`config.mk`:
```
export PLATFORM = sky130hd
export DESIGN_NAME = sadc_dev_flat
export DESIGN_NICKNAME = d
export VERILOG_FILES = /design/src/rtl/sadc_pkg.sv /design/src/rtl/sadc_if.sv /design/src/rtl/sadc_dev.sv /design/src/flat_wrapper.sv
export SDC_FILE = /design/constraint.sdc
export NUM_CORES = 1
export LEC_CHECK = 0
export BUFFER_PORTS_ARGS = -buffer_cell sky130_fd_sc_hd__buf_2
export CAP_MARGIN = 20
export CELL_PAD_IN_SITES_DETAIL_PLACEMENT = 1
export CELL_PAD_IN_SITES_GLOBAL_PLACEMENT = 1
export CORE_UTILIZATION = 35
export DETAILED_ROUTE_END_ITERATION = 6
export GPL_TIMING_DRIVEN = 1
export PLACE_DENSITY = 0.71
export SLEW_MARGIN = 10
export SYNTH_ARGS = -nofsm -noshare
export SYNTH_HDL_FRONTEND = slang
export SYNTH_SLANG_ARGS = --single-unit
```
`constraint.sdc`:
```
create_clock -name sys_clk -period 2.8 [get_ports sys_clk]
set_input_delay 0.56 -clock sys_clk [delete_from_list [all_inputs] [get_ports sys_clk]]
set_output_delay 0.56 -clock sys_clk [all_outputs]
set_load 0.03 [all_outputs]
```
`src/rtl/sadc_pkg.sv`:
```
package sadc_pkg;
   // frame layout, counted in shift clock falling edges
   localparam int RES_W        = 12;
   localparam int FRAME_EDGES  = 16;
   localparam int CONV_DONE_FE = 13;
   localparam int SAMPLE_FE    = 14;
   localparam int SLEEP_LO_FE  = 2;
   localparam int SLEEP_HI_FE  = 10;
   localparam int WAKE_SAMP_FE = 1;
   localparam int CNT_W        = 5;
   // host shift clock: half period in system clocks
   localparam int SCK_HALF     = 4;
   localparam int SEL_GAP      = 4;
   localparam int FIFO_DEPTH   = 16;
   typedef enum logic [1:0] {SADC_SLEEP, SADC_IDLE, SADC_CONV} sadc_mode_t;
endpackage

```
`src/rtl/sadc_if.sv`:
```
`timescale 1ns/100ps
// three-wire link; a released data line reads low, as through a pull-down
interface sadc_if;
   logic frame_n;
   logic sck;
   logic sdo_o;
   logic sdo_oe;
   wire  sdo = sdo_oe && sdo_o;
   modport dev  (input frame_n, input sck, output sdo_o, output sdo_oe);
   modport host (output frame_n, output sck, input sdo);
endinterface

```
`src/rtl/sadc_dev.sv`:
```
`timescale 1ns/100ps
// Contract
// select fall starts conversion, rise ends frame
// conversion advances only on host clock edges
// first zero at select fall, then per edge
// falling-edge host captures last bit edge 16
// rising-edge host misses first zero
// select low with clock low: rising capture
// select fall puts sample-hold into hold
// conversion ends on edge 13, result lsb
// edge 14 returns sample-hold to sample
// host may end after edge 14 or 16
// fast rate uses 48MHz clock, 333ns period
// output undriven while select high
// frame: two zeros, 12 bits msb first, two zeros
// output released at edge 16 or select rise
// power-up with select high enters sleep
// rise between edges 2 and 10 sleeps
// rise after edge 10 stays powered
// wake with one dummy frame, result discarded
// host allows one frame wake-up time
// sleep holds; wake frame samples after edge 1
// output bits change only on falling edges
// straight binary result, saturating
// count falling edges from each select fall
module sadc_dev #(
   parameter int RES_W = sadc_pkg::RES_W
) (
   // clock and reset
   input  wire logic             sys_clk,
   input  wire logic             rst,
   // link
   sadc_if.dev                   lnk,
   // analog side, already quantised straight binary
   input  wire logic [RES_W-1:0] conv_code,
   // status
   output logic                  powered,
   output logic                  tracking,
   output logic                  busy
);
   localparam logic [4:0] N16 = 5'(sadc_pkg::FRAME_EDGES);
   localparam logic [4:0] N13 = 5'(sadc_pkg::CONV_DONE_FE);
   localparam logic [4:0] N14 = 5'(sadc_pkg::SAMPLE_FE);
   localparam logic [4:0] N02 = 5'(sadc_pkg::SLEEP_LO_FE);
   localparam logic [4:0] N10 = 5'(sadc_pkg::SLEEP_HI_FE);
   localparam logic [4:0] N01 = 5'(sadc_pkg::WAKE_SAMP_FE);

   sadc_pkg::sadc_mode_t mode_r;
   sadc_pkg::sadc_mode_t mode_nxt;
   logic [1:0]       cs_sy_r;
   logic [1:0]       sck_sy_r;
   logic             cs_d_r;
   logic             sck_d_r;
   logic [4:0]       cnt_r;
   logic [RES_W-1:0] held_r;
   logic             sdo_r;
   logic             oe_r;
   logic             hold_r;
   logic             waking_r;

   // two-stage synchronisers; only stage two feeds the edge logic
   always_ff @(posedge sys_clk)
   begin
      if (rst)
      begin
         cs_sy_r  <= 2'h3;
         sck_sy_r <= 2'h0;
         cs_d_r   <= 1'h1;
         sck_d_r  <= 1'h0;
      end
      else
      begin
         cs_sy_r  <= {cs_sy_r[0], lnk.frame_n};
         sck_sy_r <= {sck_sy_r[0], lnk.sck};
         cs_d_r   <= cs_sy_r[1];
         sck_d_r  <= sck_sy_r[1];
      end
   end

   // the wake, sample and last-fall actions go through one decode, so they
   // agree on which falling edge a number means
   function automatic logic fall_at(input logic       fall,
                                    input logic [4:0] cnt,
                                    input logic [4:0] n);
      fall_at = fall && (cnt == n);
   endfunction

   // a select edge and a clock edge seen in one cycle: the select wins and
   // the clock edge is lost, so a host must keep the two apart
   wire cs_fall  = cs_d_r && !cs_sy_r[1];
   wire cs_rise  = !cs_d_r && cs_sy_r[1];
   wire in_frame = !cs_sy_r[1];
   // falling shift edges only count inside a frame
   wire sck_fall = sck_d_r && !sck_sy_r[1] && in_frame && !cs_fall;
   wire [4:0] cnt_inc = cnt_r + 5'h01;
   // bit for frame position p: 0,1 zeros, 2..13 msb..lsb, rest zero
   wire [4:0] bidx = 5'(RES_W + 1) - cnt_inc;
   wire       data_slot = (cnt_inc >= N02) && (cnt_inc <= N13);
   wire       next_bit = data_slot ? held_r[bidx[3:0]] : 1'b0;
   wire early_sleep = cs_rise && (cnt_r >= N02) && (cnt_r < N10);

   // count-triggered actions
   wire wake_fall = fall_at(sck_fall, cnt_inc, N01) && waking_r;
   wire samp_fall = fall_at(sck_fall, cnt_inc, N14);
   wire last_fall = fall_at(sck_fall, cnt_inc, N16);
   wire wake_drop = cs_rise && waking_r && (cnt_r < N16);

   // mode decode: sleep, powered idle, converting
   always_comb
   begin
      mode_nxt = mode_r;
      unique case (mode_r)
         sadc_pkg::SADC_SLEEP:
            if (cs_fall)
               mode_nxt = sadc_pkg::SADC_CONV;
         sadc_pkg::SADC_IDLE:
            if (cs_fall)
               mode_nxt = sadc_pkg::SADC_CONV;
         sadc_pkg::SADC_CONV:
            if (early_sleep)
               mode_nxt = sadc_pkg::SADC_SLEEP;
            else if (wake_drop)
               mode_nxt = sadc_pkg::SADC_SLEEP;  // wake aborted
            else if (cs_rise || last_fall)
               mode_nxt = sadc_pkg::SADC_IDLE;
      endcase
   end

   // mode, wake tracking and edge counter
   always_ff @(posedge sys_clk)
   begin
      if (rst)
      begin
         mode_r   <= sadc_pkg::SADC_SLEEP;
         waking_r <= 1'b0;
         cnt_r    <= '0;
      end
      else
      begin
         mode_r <= mode_nxt;
         if (cs_fall)
            waking_r <= (mode_r == sadc_pkg::SADC_SLEEP);
         else if (mode_nxt == sadc_pkg::SADC_IDLE)
            waking_r <= 1'b0;
         // the count stops at sixteen, so extra clocks cannot wrap it into
         // the sleep window of the next select rise
         if (cs_fall || cs_rise)
            cnt_r <= '0;
         else if (sck_fall && cnt_r != N16)
            cnt_r <= cnt_inc;
      end
   end

   // sample-and-hold and captured code; a waking frame's code is loaded as zero
   always_ff @(posedge sys_clk)
   begin
      if (rst)
      begin
         hold_r <= 1'b1;
         held_r <= '0;
      end
      else if (cs_fall)
      begin
         hold_r <= 1'b1;
         held_r <= (mode_r == sadc_pkg::SADC_SLEEP) ? '0 : conv_code;
      end
      // a waking frame starts sampling at its first fall, not its fourteenth
      else if (wake_fall)
         hold_r <= 1'b0;
      else if (samp_fall)
         hold_r <= 1'b0;
      else if (mode_nxt == sadc_pkg::SADC_SLEEP)
         hold_r <= 1'b1;
      else if (cs_rise)
         hold_r <= 1'b0;
   end

   // serial output: updated at select edges and falling shift edges only
   always_ff @(posedge sys_clk)
   begin
      if (rst)
      begin
         sdo_r <= 1'b0;
         oe_r  <= 1'b0;
      end
      else if (cs_fall)
      begin
         sdo_r <= 1'b0;
         oe_r  <= 1'b1;
      end
      else if (cs_rise)
         oe_r <= 1'b0;
      else if (sck_fall && oe_r)
      begin
         sdo_r <= next_bit;
         // the line goes quiet at the sixteenth fall even if select stays low
         if (last_fall)
            oe_r <= 1'b0;
      end
   end

   // link pins and status
   assign lnk.sdo_o  = sdo_r;
   assign lnk.sdo_oe = oe_r;
   // a waking device is not yet powered; it counts as awake only once
   // the dummy frame has run its sixteenth fall
   assign powered    = (mode_r != sadc_pkg::SADC_SLEEP) && !waking_r;
   assign tracking   = !hold_r;
   assign busy       = (mode_r == sadc_pkg::SADC_CONV);
endmodule

```
`src/flat_wrapper.sv`:
```
// flat-port wrapper written by rule: the top's interface ports become plain ports
module sadc_dev_flat 
#(
   parameter int RES_W = sadc_pkg::RES_W
)
  (sys_clk, rst, conv_code, powered, tracking, busy, lnk_frame_n, lnk_sck, lnk_sdo_o, lnk_sdo_oe);
  sadc_if lnk_i ();
  input  wire logic sys_clk;
  input  wire logic rst;
  input  wire logic [RES_W-1:0] conv_code;
  output logic powered;
  output logic tracking;
  output logic busy;
  input wire logic [$bits(lnk_i.frame_n)-1:0] lnk_frame_n;
  input wire logic [$bits(lnk_i.sck)-1:0] lnk_sck;
  output wire logic [$bits(lnk_i.sdo_o)-1:0] lnk_sdo_o;
  output wire logic [$bits(lnk_i.sdo_oe)-1:0] lnk_sdo_oe;
  assign lnk_i.frame_n = lnk_frame_n;
  assign lnk_i.sck = lnk_sck;
  assign lnk_sdo_o = lnk_i.sdo_o;
  assign lnk_sdo_oe = lnk_i.sdo_oe;
  sadc_dev #(.RES_W(RES_W)) u_core (.sys_clk(sys_clk), .rst(rst), .lnk(lnk_i), .conv_code(conv_code), .powered(powered), .tracking(tracking), .busy(busy));
endmodule
```
## Yosys cells after proc, flatten, opt, wreduce, memory -nomap -nowiden

Index checks and enable logic that the tools add are counted.

| operators by class | value |
|---|---|
| $add $sub $neg | 2 |
| reductions and logical operators | 37 |
| bitwise gates (word level) | 1 |
| order comparisons | 6 |
| multiplexer cells | 19 |
| equal/unequal tests | 7 |

Operator list:

| operator | number |
|---|---|
| 1-bit logical AND | 17 |
| 1-bit 2-to-1 mux | 12 |
| 12-bit 2-to-1 mux | 1 |
| 5-bit by 2-bit >= comparator with 1-bit output, second input constant | 2 |
| 2-bit 2-to-1 mux | 4 |
| 1-bit zero test | 6 |
| 3-bit nonzero test | 2 |
| 2-bit OR reduction | 3 |
| 5-bit by 1-bit adder with 5-bit output, second input constant | 1 |
| 5-bit by 1-bit == test with 1-bit output, second input constant | 1 |
| 5-bit by 4-bit == test with 1-bit output, second input constant | 1 |
| 5-bit == test, second input constant | 1 |
| 5-bit by 4-bit <= comparator with 1-bit output, second input constant | 1 |
| 4-bit by 5-bit less-than comparator with 1-bit output, second input constant | 1 |
| 5-bit by 4-bit less-than comparator with 1-bit output, second input constant | 1 |
| 5-bit less-than comparator, second input constant | 1 |
| 5-bit inequality test, second input constant | 1 |
| 1-bit binary-select mux with 4-bit select | 1 |
| 2-bit by 1-bit == test with 1-bit output, second input constant | 2 |
| 2-bit zero test | 2 |
| 2-bit case mux with 2 select lines | 1 |
| 2-bit AND reduction | 2 |
| 2-bit nonzero test | 2 |
| 4-bit nonzero test | 1 |
| 4 further kinds | 5 |

| storage, ports and cells | value |
|---|---|
| flip-flop bits (word level) | 29 |
| bits of input ports | 16 |

## Depth between registers and ports, before layout

Gate-level depths: netlist of the first run.

| depth | value |
|---|---|
| word-level depth | 14 |
| depth in mapped cells | 9 |
| gate-level depth less buffers | 8 |

## Least setup slack after synthesis of the first run

Ideal clock, no wire load.

| path | value |
|---|---|
| path kind | flip-flop to flip-flop |
| start point | register u_core.cnt_r[0] |
| end point | register u_core.sdo_r (netlist: u_core.lnk.sdo_o) |
| slack | 0.593 ns |
| path buffers | 1 |
| arrival time | 2.090 ns |
| clock period less this slack | 2.207 ns |
| data required time | 2.683 ns |
| stages on the path, launching flop included | 9 |
| cells stage by stage | dfxtp_1 buf_2 inv_1 ha_1 ha_1 xor3_1 mux2i_1 o22ai_1 a32o_1 |

| between the ends | value |
|---|---|
| cells in the longest elaborated chain, start to end | 5 |
| elaborated cells on any way between the ends | 8 |
| classes of those cells | add/sub (2); order compare (2); mux (3); reduce/logical (1) |

RTL lines:

| element | line | RTL |
|---|---|---|
| start, declared | sadc_dev.sv:54 | `logic [4:0] cnt_r;` |
| start signal, assigned | sadc_dev.sv:150 | `cnt_r <= cnt_inc;` |
| 5-bit by 1-bit adder with 5-bit output | sadc_dev.sv:95 | `wire [4:0] cnt_inc = cnt_r + 5'h01;` |
| net u_core.cnt_inc[0] | sadc_dev.sv:95 |  |
| 4-bit subtractor | sadc_dev.sv:97 | `wire [4:0] bidx = 5'(RES_W + 1) - cnt_inc;` |
| net u_core.bidx[1] | sadc_dev.sv:97 |  |
| 1-bit binary-select mux with 4-bit select | sadc_dev.sv:99 | `wire next_bit = data_slot ? held_r[bidx[3:0]] : 1'b0;` |
| 1-bit 2-to-1 mux (not written as such) | sadc_dev.sv:99 |  |
| 1-bit 2-to-1 mux | sadc_dev.sv:99 |  |
| end signal, assigned | sadc_dev.sv:195 | `sdo_r <= next_bit;` |
| end, declared | sadc_dev.sv:56 | `logic sdo_r;` |

The timed path passes the listed nets, and every way through them passes these cells. The select of a mux whose other input is x is not followed.
A chain may end at the register's enable or synchronous reset.

## Worst setup path after layout of the first run

| path | value |
|---|---|
| start point | register u_core.cnt_r[1] |
| end point | register u_core.sdo_r (netlist: u_core.lnk.sdo_o) |

| between the ends | value |
|---|---|
| cells in the longest elaborated chain, start to end | 5 |
| elaborated cells on any way between the ends | 8 |
| classes of those cells | add/sub (2); order compare (2); mux (3); reduce/logical (1) |

RTL lines:

| element | line |
|---|---|
| 5-bit by 1-bit adder with 5-bit output * | sadc_dev.sv:95 |
| net u_core.cnt_inc[2] | sadc_dev.sv:95 |
| 4-bit subtractor | sadc_dev.sv:97 |
| 1-bit binary-select mux with 4-bit select | sadc_dev.sv:99 |
| 1-bit 2-to-1 mux (not written as such) | sadc_dev.sv:99 |
| 1-bit 2-to-1 mux * | sadc_dev.sv:99 |

Mark *: on every way through the listed nets, which the timed path passes. The rest lies on a longest branch. The select of a mux whose other input is x is not followed.

==> results.md, run 1 <==
- Main combinational cell family by area after synthesis: compound AO/OA/AOI/OAI gates
- DRT iter0 DRCs: 35
- Clock root cell: clkbuf_8
- Post-DRT Antenna Nets: 0
- Dpl cell area: 1629 µm²
- Area growth from synthesis to layout: 17.02%
- Compound-cell area share of the yosys netlist: 0.1814
- Syn nets: 173
- Status: finished clean
- GPL Wtd Cong: 0.7616
- RSZ-0062 raised after global routing: false
- DRC: 0
- Synthesis Warnings: 0
- Worst Setup Start Kind: flip-flop
- Critical path endpoint category: flip-flop
- Routed WL: 3.356 mm
- Total grt overflow: 0
- Via count: 1181
- Kind of critical path: reg2reg
- Reg-to-reg endpoint: u_core.lnk.sdo_o$_SDFFE_PP0P_
- CTS Sinks: 29
- Clock Skew: 3.870 ps
- Hpwl dp: 2.508 mm
- Crit path capture: u_core.lnk.sdo_o$_SDFFE_PP0P_
- Number of synthesized flops with an enable pin: 0
- Cells after DPL: 214
- HP Start: u_core.cs_sy_r[0]$_SDFF_PP1_
- Post-synthesis mux area share: 0.06074
- Ant. Diodes: 0
- WL met3: 103 µm
- Lkg Pwr: 0.7045 nW
- Post-synthesis simple-gate area fraction: 0.1711
- Synth Area in XOR/XNOR: 0.05218
- Cell Rows: 23
- Core outline area: 4000 µm²
- DR top layer: met4
- DR WL/cell: 15.12 µm
- Die width: 66.65 µm
- Worst-margin pin slew: 399.0 ps
- Initial Util: 0.3657
- Finished Layout Cells: 222
- Final Critical Period: 2427 ps
- Most used DFF post-synth: dfxtp_1
- Final nets: 198
- Setup TNS Final: 0 ps
- Vias in the first global route: 1167
- CTS resizes: 0
- Post-synth cell types: 41
- # port buffers: 20
- Post-Syn Area: 1463 µm²
- Reg2Reg Depth: 8
- #FFs+latches synth: 29
- Clk slew on worst S/H paths: 60 ps
- Final max-slew violation count: 0
- CTS tree: built
- Most common cell after layout, fill and taps aside: dfxtp_1
- Max-cap violations: 0
- Setup bufs post-CTS: 0
- H-tree lvl count: 2
- Vias per inst: 5.320
- CTS buffer count: 5
- Setup violations, final: 0
- Final period util: 0.8669
- Relative slew margins: 0.7340
- Antenna violations before repair: 0
- Worst R2R Start: u_core.cnt_r[1]$_SDFFE_PP0P_
- Max Clock Freq: 0.4120 GHz
- Register area share after synthesis: 0.3969
- Ys async rst share: 0
- Synth Area per Inst: 10.02 µm²
- HP Class: reg2reg
- Hold-fix buffers at CTS: 0
- I/O Pins: 21
- Layout cells sized above 1: 0.2500
- Die area: 4442 µm²
- Mapped Cells: 146
- Largest net degree at the start of global routing: 16
- 1st-pass router iterations: 4
- Critical Path AT: 2600 ps
- Post-layout instance area: 1712 µm²
- First-pass GRT wire length: 5.664 mm
- Min Hold Slack: 447.9 ps
- Maximum vdd ir drop: 0.0002417 V
- Most frequent cells in the layout: dfxtp_1, buf_2, nor2_1
- Endpoints failing hold: 0
- Crit path max fanout: 9
- Power Density: 473.3 nW/µm²
- Metal-1 WL: 1.600 mm
- CTS max path bufs: 2
- Met2 Wirelength: 1.610 mm
- Adder-Cell Fraction of Synth Area: 0.09410
- Worst endpoint required time: 2970 ps
- Tot Pwr: 0.8101 mW
- Critical Path Start: u_core.cnt_r[1]$_SDFFE_PP0P_
- Reg2Reg Setup Slack: 370 ps
- Chip height: 66.65 µm
- GR Util All Layers: 0.1769
- Skew-Pair Late Insertion Delay: 280 ps
- WHS Path Cells: 1
metal layers:
metal / vias up / GRT usage
met5: - / 0
met4: 0 / 0.08777
met3: 6 / 0.05651
met2: 18 / 0.2626
met1: 583 / 0.2278
li1: 574 / -
where the power goes:
group | switching, mW | total [mW] | internal [mW]
combinational | 0.0295 | 0.0515 | 0.0220
sequential | 0.00609 | 0.426 | 0.420
clock | 0.161 | 0.333 | 0.172
total | 0.196 | 0.810 | 0.614
cell type report:
| cell class | count | area (µm²) |
|---|---|---|
| clock buffers | 6 | 72.57 |
| clock inverters | 2 | 10.01 |
| fillers | 462 | 2288 |
| inverters | 10 | 37.54 |
| multi-input cells | 101 | 818.3 |
| flip-flops and latches | 29 | 580.6 |
| well taps | 50 | 62.56 |
| repair buffers | 24 | 130.1 |
worst min-delay path by stage:
| stage | slack (ps) | endpoint |
|---|---|---|
| final | 450 | u_core.cs_sy_r[1]$_SDFF_PP1_ |
| after CTS | 450 | u_core.cs_sy_r[1]$_SDFF_PP1_ |
| after detailed placement | 430 | u_core.cs_sy_r[1]$_SDFF_PP1_ |
| after global routing | 450 | u_core.cs_sy_r[1]$_SDFF_PP1_ |
| after global placement | 400 | u_core.cs_sy_r[1]$_SDFF_PP1_ |
| after floorplan | 390 | u_core.cs_sy_r[1]$_SDFF_PP1_ |
Yosys cell counts (2+ instances only):
library cell | instances | share of area
nor3_1 | 2 | 0.0068
buf_2 | 3 | 0.010
a21oi_1 | 4 | 0.014
clkbuf_1 | 3 | 0.0077
o211ai_1 | 3 | 0.015
inv_1 | 10 | 0.026
nand3_1 | 5 | 0.017
nor2b_1 | 4 | 0.017
xor2_1 | 4 | 0.024
a211oi_1 | 2 | 0.010
xnor2_1 | 2 | 0.012
mux4_2 | 3 | 0.046
a2111oi_0 | 2 | 0.012
nand2_1 | 7 | 0.018
or3_1 | 2 | 0.0086
nor2_1 | 13 | 0.033
dfxtp_1 | 29 | 0.40
ha_1 | 11 | 0.094
o22ai_1 | 2 | 0.0086
a22o_1 | 12 | 0.072
or2_2 | 3 | 0.013
registers in the layout, summed over array words and instances, names as in the netlist:
| signal | flops |
|---|---|
| u_core.lnk.sdo_oe | 1 |
| u_core.cs_sy_r | 2 |
| u_core.cnt_r | 5 |
| u_core.waking_r | 1 |
| u_core.lnk.sdo_o | 1 |
| u_core.held_r | 12 |
| u_core.mode_r | 2 |
| u_core.sck_sy_r | 2 |
| u_core.cs_d_r | 1 |
| u_core.sck_d_r | 1 |
| u_core.hold_r | 1 |
per-stage QoR:
stage | util | setup WS [ps]
floorplan | - | 592.7
global route | 0.4279 | 230.9
CTS | 0.4279 | 367.6
finish | 0.4279 | 372.7
detailed placement | 0.4073 | 386.7
global placement | 0.4073 | 531.7
kinds of logic (layout without fill, tap and decap cells):
group,Yosys count,in the layout
compound gates,33,33
simple gates,45,45
buf+inv,16,42
flops,29,29
mux,5,5
fa+ha+maj,11,11
xor+xnor,7,7
worst max-delay path: stages (launching register included):
cell	delay [ps]
dfxtp_1	490
ha_1	330
xnor2_1	240
inv_1	180
ha_1	230
xor3_1	380
mux2i_1	160
o22ai_1	100
a32o_1	220
(Power assumes the default switching activity.)
==> run 2: changes to the inputs <==
--- a/config.mk
+++ b/config.mk
@@ -9,6 +9,8 @@
 export CAP_MARGIN = 20
 export CELL_PAD_IN_SITES_DETAIL_PLACEMENT = 1
 export CELL_PAD_IN_SITES_GLOBAL_PLACEMENT = 1
+export CORE_ASPECT_RATIO = 0.7
+export CORE_MARGIN = 1.5
 export CORE_UTILIZATION = 35
 export DETAILED_ROUTE_END_ITERATION = 6
 export GPL_TIMING_DRIVEN = 1
==> run 2 against run 1 <==
  * Sequential power hardly changed
  * Setup slack better by 24 ps
  * Die area is 3.2% higher
  * Utilization is 0.48 points higher
  * Critical path type unchanged
  * Largest cell class unchanged
==> results.md, run 2 (synthesis gave the netlist of run 1 again) <==
- Via count: 1132 (was 1181)
- Reg-to-reg endpoint: u_core.lnk.sdo_o$_SDFFE_PP0P_ (unchanged)
- Core outline area: 3970 µm² (was 4000 µm²)
- Final period util: 0.8584 (was 0.8669)
- Critical path endpoint category: flip-flop (unchanged)
- DR WL/cell: 15.39 µm (was 15.12 µm)
- Maximum vdd ir drop: 0.0002676 V (was 0.0002417 V)
- Most frequent cells in the layout: dfxtp_1, buf_2, nor2_1 (unchanged)
- Post-DRT Antenna Nets: 0 (unchanged)
- Crit path capture: u_core.lnk.sdo_o$_SDFFE_PP0P_ (unchanged)
- Endpoints failing hold: 0 (unchanged)
- CTS resizes: 0 (unchanged)
- HP Start: u_core.cs_sy_r[0]$_SDFF_PP1_ (unchanged)
- Fillers: 463 (was 462)
- Worst-margin pin slew: 400.3 ps (was 399.0 ps)
- Final Critical Period: 2404 ps (was 2427 ps)
- GPL Wtd Cong: 0.8416 (was 0.7616)
- Relative slew margins: 0.7327 (was 0.7340)
- Final nets: 198 (unchanged)
- Max-cap violations: 0 (unchanged)
- Status: finished clean (unchanged)
- Crit path max fanout: 9 (unchanged)
- Kind of critical path: reg2reg (unchanged)
- Critical Path Start: u_core.cnt_r[1]$_SDFFE_PP0P_ (unchanged)
- H-tree lvl count: 2 (unchanged)
- Dpl cell area: 1632 µm² (was 1629 µm²)
- Reg2Reg Setup Slack: 400 ps (was 370 ps)
- # port buffers: 20 (unchanged)
- Largest net degree at the start of global routing: 16 (unchanged)
- Chip height: 57.09 µm (was 66.65 µm)
- Clock Skew: 2.538 ps (was 3.870 ps)
- HP Class: reg2reg (unchanged)
- Lkg Pwr: 0.7039 nW (was 0.7045 nW)
- Antenna violations before repair: 0 (unchanged)
- Power Density: 476.1 nW/µm² (was 473.3 nW/µm²)
- DRC: 0 (unchanged)
- Min Hold Slack: 414.2 ps (was 447.9 ps)
- 1st-pass router iterations: 4 (unchanged)
- CTS Sinks: 29 (unchanged)
- Util after Layout: 0.4327 (was 0.4279)
- Skew-Pair Late Insertion Delay: 270 ps (was 280 ps)
- Worst endpoint required time: 2970 ps (about the same)
- First-pass GRT wire length: 5.913 mm (was 5.664 mm)
- RSZ-0062 raised after global routing: false (unchanged)
- CTS tree: built (unchanged)
- CTS max path bufs: 2 (unchanged)
- Most common cell after layout, fill and taps aside: dfxtp_1 (unchanged)
- Total grt overflow: 0 (unchanged)
- Setup bufs post-CTS: 0 (unchanged)
- Largest register FFs: 12 (unchanged)
- Multi-input logic area: 818.3 µm² (unchanged)
- Vias per inst: 5.076 (was 5.320)
- Biggest register: u_core.held_r (unchanged)
- Initial Util: 0.3684 (was 0.3657)
- Clock root cell: clkbuf_8 (unchanged)
- GR Util All Layers: 0.1698 (was 0.1769)
- I/O Pins: 21 (unchanged)
- Die width: 80.27 µm (was 66.65 µm)
- CTS buffer count: 5 (unchanged)
- Area growth from synthesis to layout: 17.45% (was 17.02%)
- Vias in the first global route: 1220 (was 1167)
- Final max-slew violation count: 0 (unchanged)
- Post-layout instance area: 1718 µm² (was 1712 µm²)
- Worst R2R Start: u_core.cnt_r[1]$_SDFFE_PP0P_ (unchanged)
- Worst Setup Start Kind: flip-flop (unchanged)
- Max Clock Freq: 0.4160 GHz (was 0.4120 GHz)
- Largest regs: u_core.held_r x12, u_core.cnt_r x5 (unchanged)
- Reg2Reg Depth: 8 (unchanged)
- DRT iter0 DRCs: 57 (was 35)
- Setup TNS Final: 0 ps (unchanged)
- Clk slew on worst S/H paths: 60 ps (about the same)
- Cell Rows: 19 (was 23)
- Seq. cell area: 580.6 µm² (unchanged)
- Final worst slack: 396.4 ps (was 372.7 ps)
- Place WS: 413.9 ps (was 386.7 ps)
- Layout cells sized above 1: 0.2456 (was 0.2500)
- Critical Path AT: 2570 ps (was 2600 ps)
- Hpwl dp: 2.582 mm (was 2.508 mm)
- Hold-fix buffers at CTS: 0 (unchanged)
- Ant. Diodes: 0 (unchanged)
- Setup violations, final: 0 (unchanged)
- Routed WL: 3.432 mm (was 3.356 mm)
- Die area: 4582 µm² (was 4442 µm²)
run 2: changes by cell type in the layout (fill, tap and decap cells not counted):
cell      previous run  this run
clkinv_2             2         0
clkbuf_8             5         6
run 2: per-stage QoR:
step | cells | power [mW]
after detailed placement | 216 | 0.4871
after CTS | 223 | 0.8306
after floorplan | 146 | 0.4640
after global routing | 223 | 0.8601
final | 223 | 0.8179
after global placement | 216 | 0.4848
run 2: power breakdown:
| part | internal (mW) | total [mW] | switching, mW | leakage, nW |
|---|---|---|---|---|
| Combinational | 0.0219 | 0.0513 | 0.0294 | 0.424 |
| Sequential | 0.420 | 0.426 | 0.00589 | 0.235 |
| Clock | 0.194 | 0.341 | 0.146 | 0.0443 |
run 2: how the worst min path moves through the flow:
stage	end	depth (start not counted)
after floorplan	u_core.cs_sy_r[1]$_SDFF_PP1_	1
after global placement	u_core.cs_sy_r[1]$_SDFF_PP1_	1
after detailed placement	u_core.cs_sy_r[1]$_SDFF_PP1_	1
after CTS	u_core.cs_sy_r[1]$_SDFF_PP1_	1
after global routing	u_core.cs_sy_r[1]$_SDFF_PP1_	1
final	u_core.cs_sy_r[1]$_SDFF_PP1_	1
run 2: final cells by class:
| cell class | instances | share of cell area |
|---|---|---|
| Clock buffer | 7 | 0.05025 |
| Inverter | 10 | 0.02185 |
| Multi-Input combinational cell | 101 | 0.4763 |
| Sequential cell | 29 | 0.3379 |
| Tap cell | 52 | 0.03787 |
| Timing Repair Buffer | 24 | 0.07575 |
run 2: worst max-delay path, cell delays in order, from the launching register on:
cell and delay (ps):
dfxtp_1 490, ha_1 320, xnor2_1 220, inv_1 170
ha_1 230, xor3_1 390, mux2i_1 160, o22ai_1 90
a32o_1 220
run 2: routing by layer:
| metal | track usage | vias to the layer above | part of all wire |
|---|---|---|---|
| met5 | 0 | - | 0 |
| met4 | 0.04433 | 0 | 0.0064 |
| met3 | 0.05280 | 2 | 0.030 |
| met2 | 0.2593 | 17 | 0.44 |
| met1 | 0.2337 | 540 | 0.52 |
| li1 | - | 573 | - |
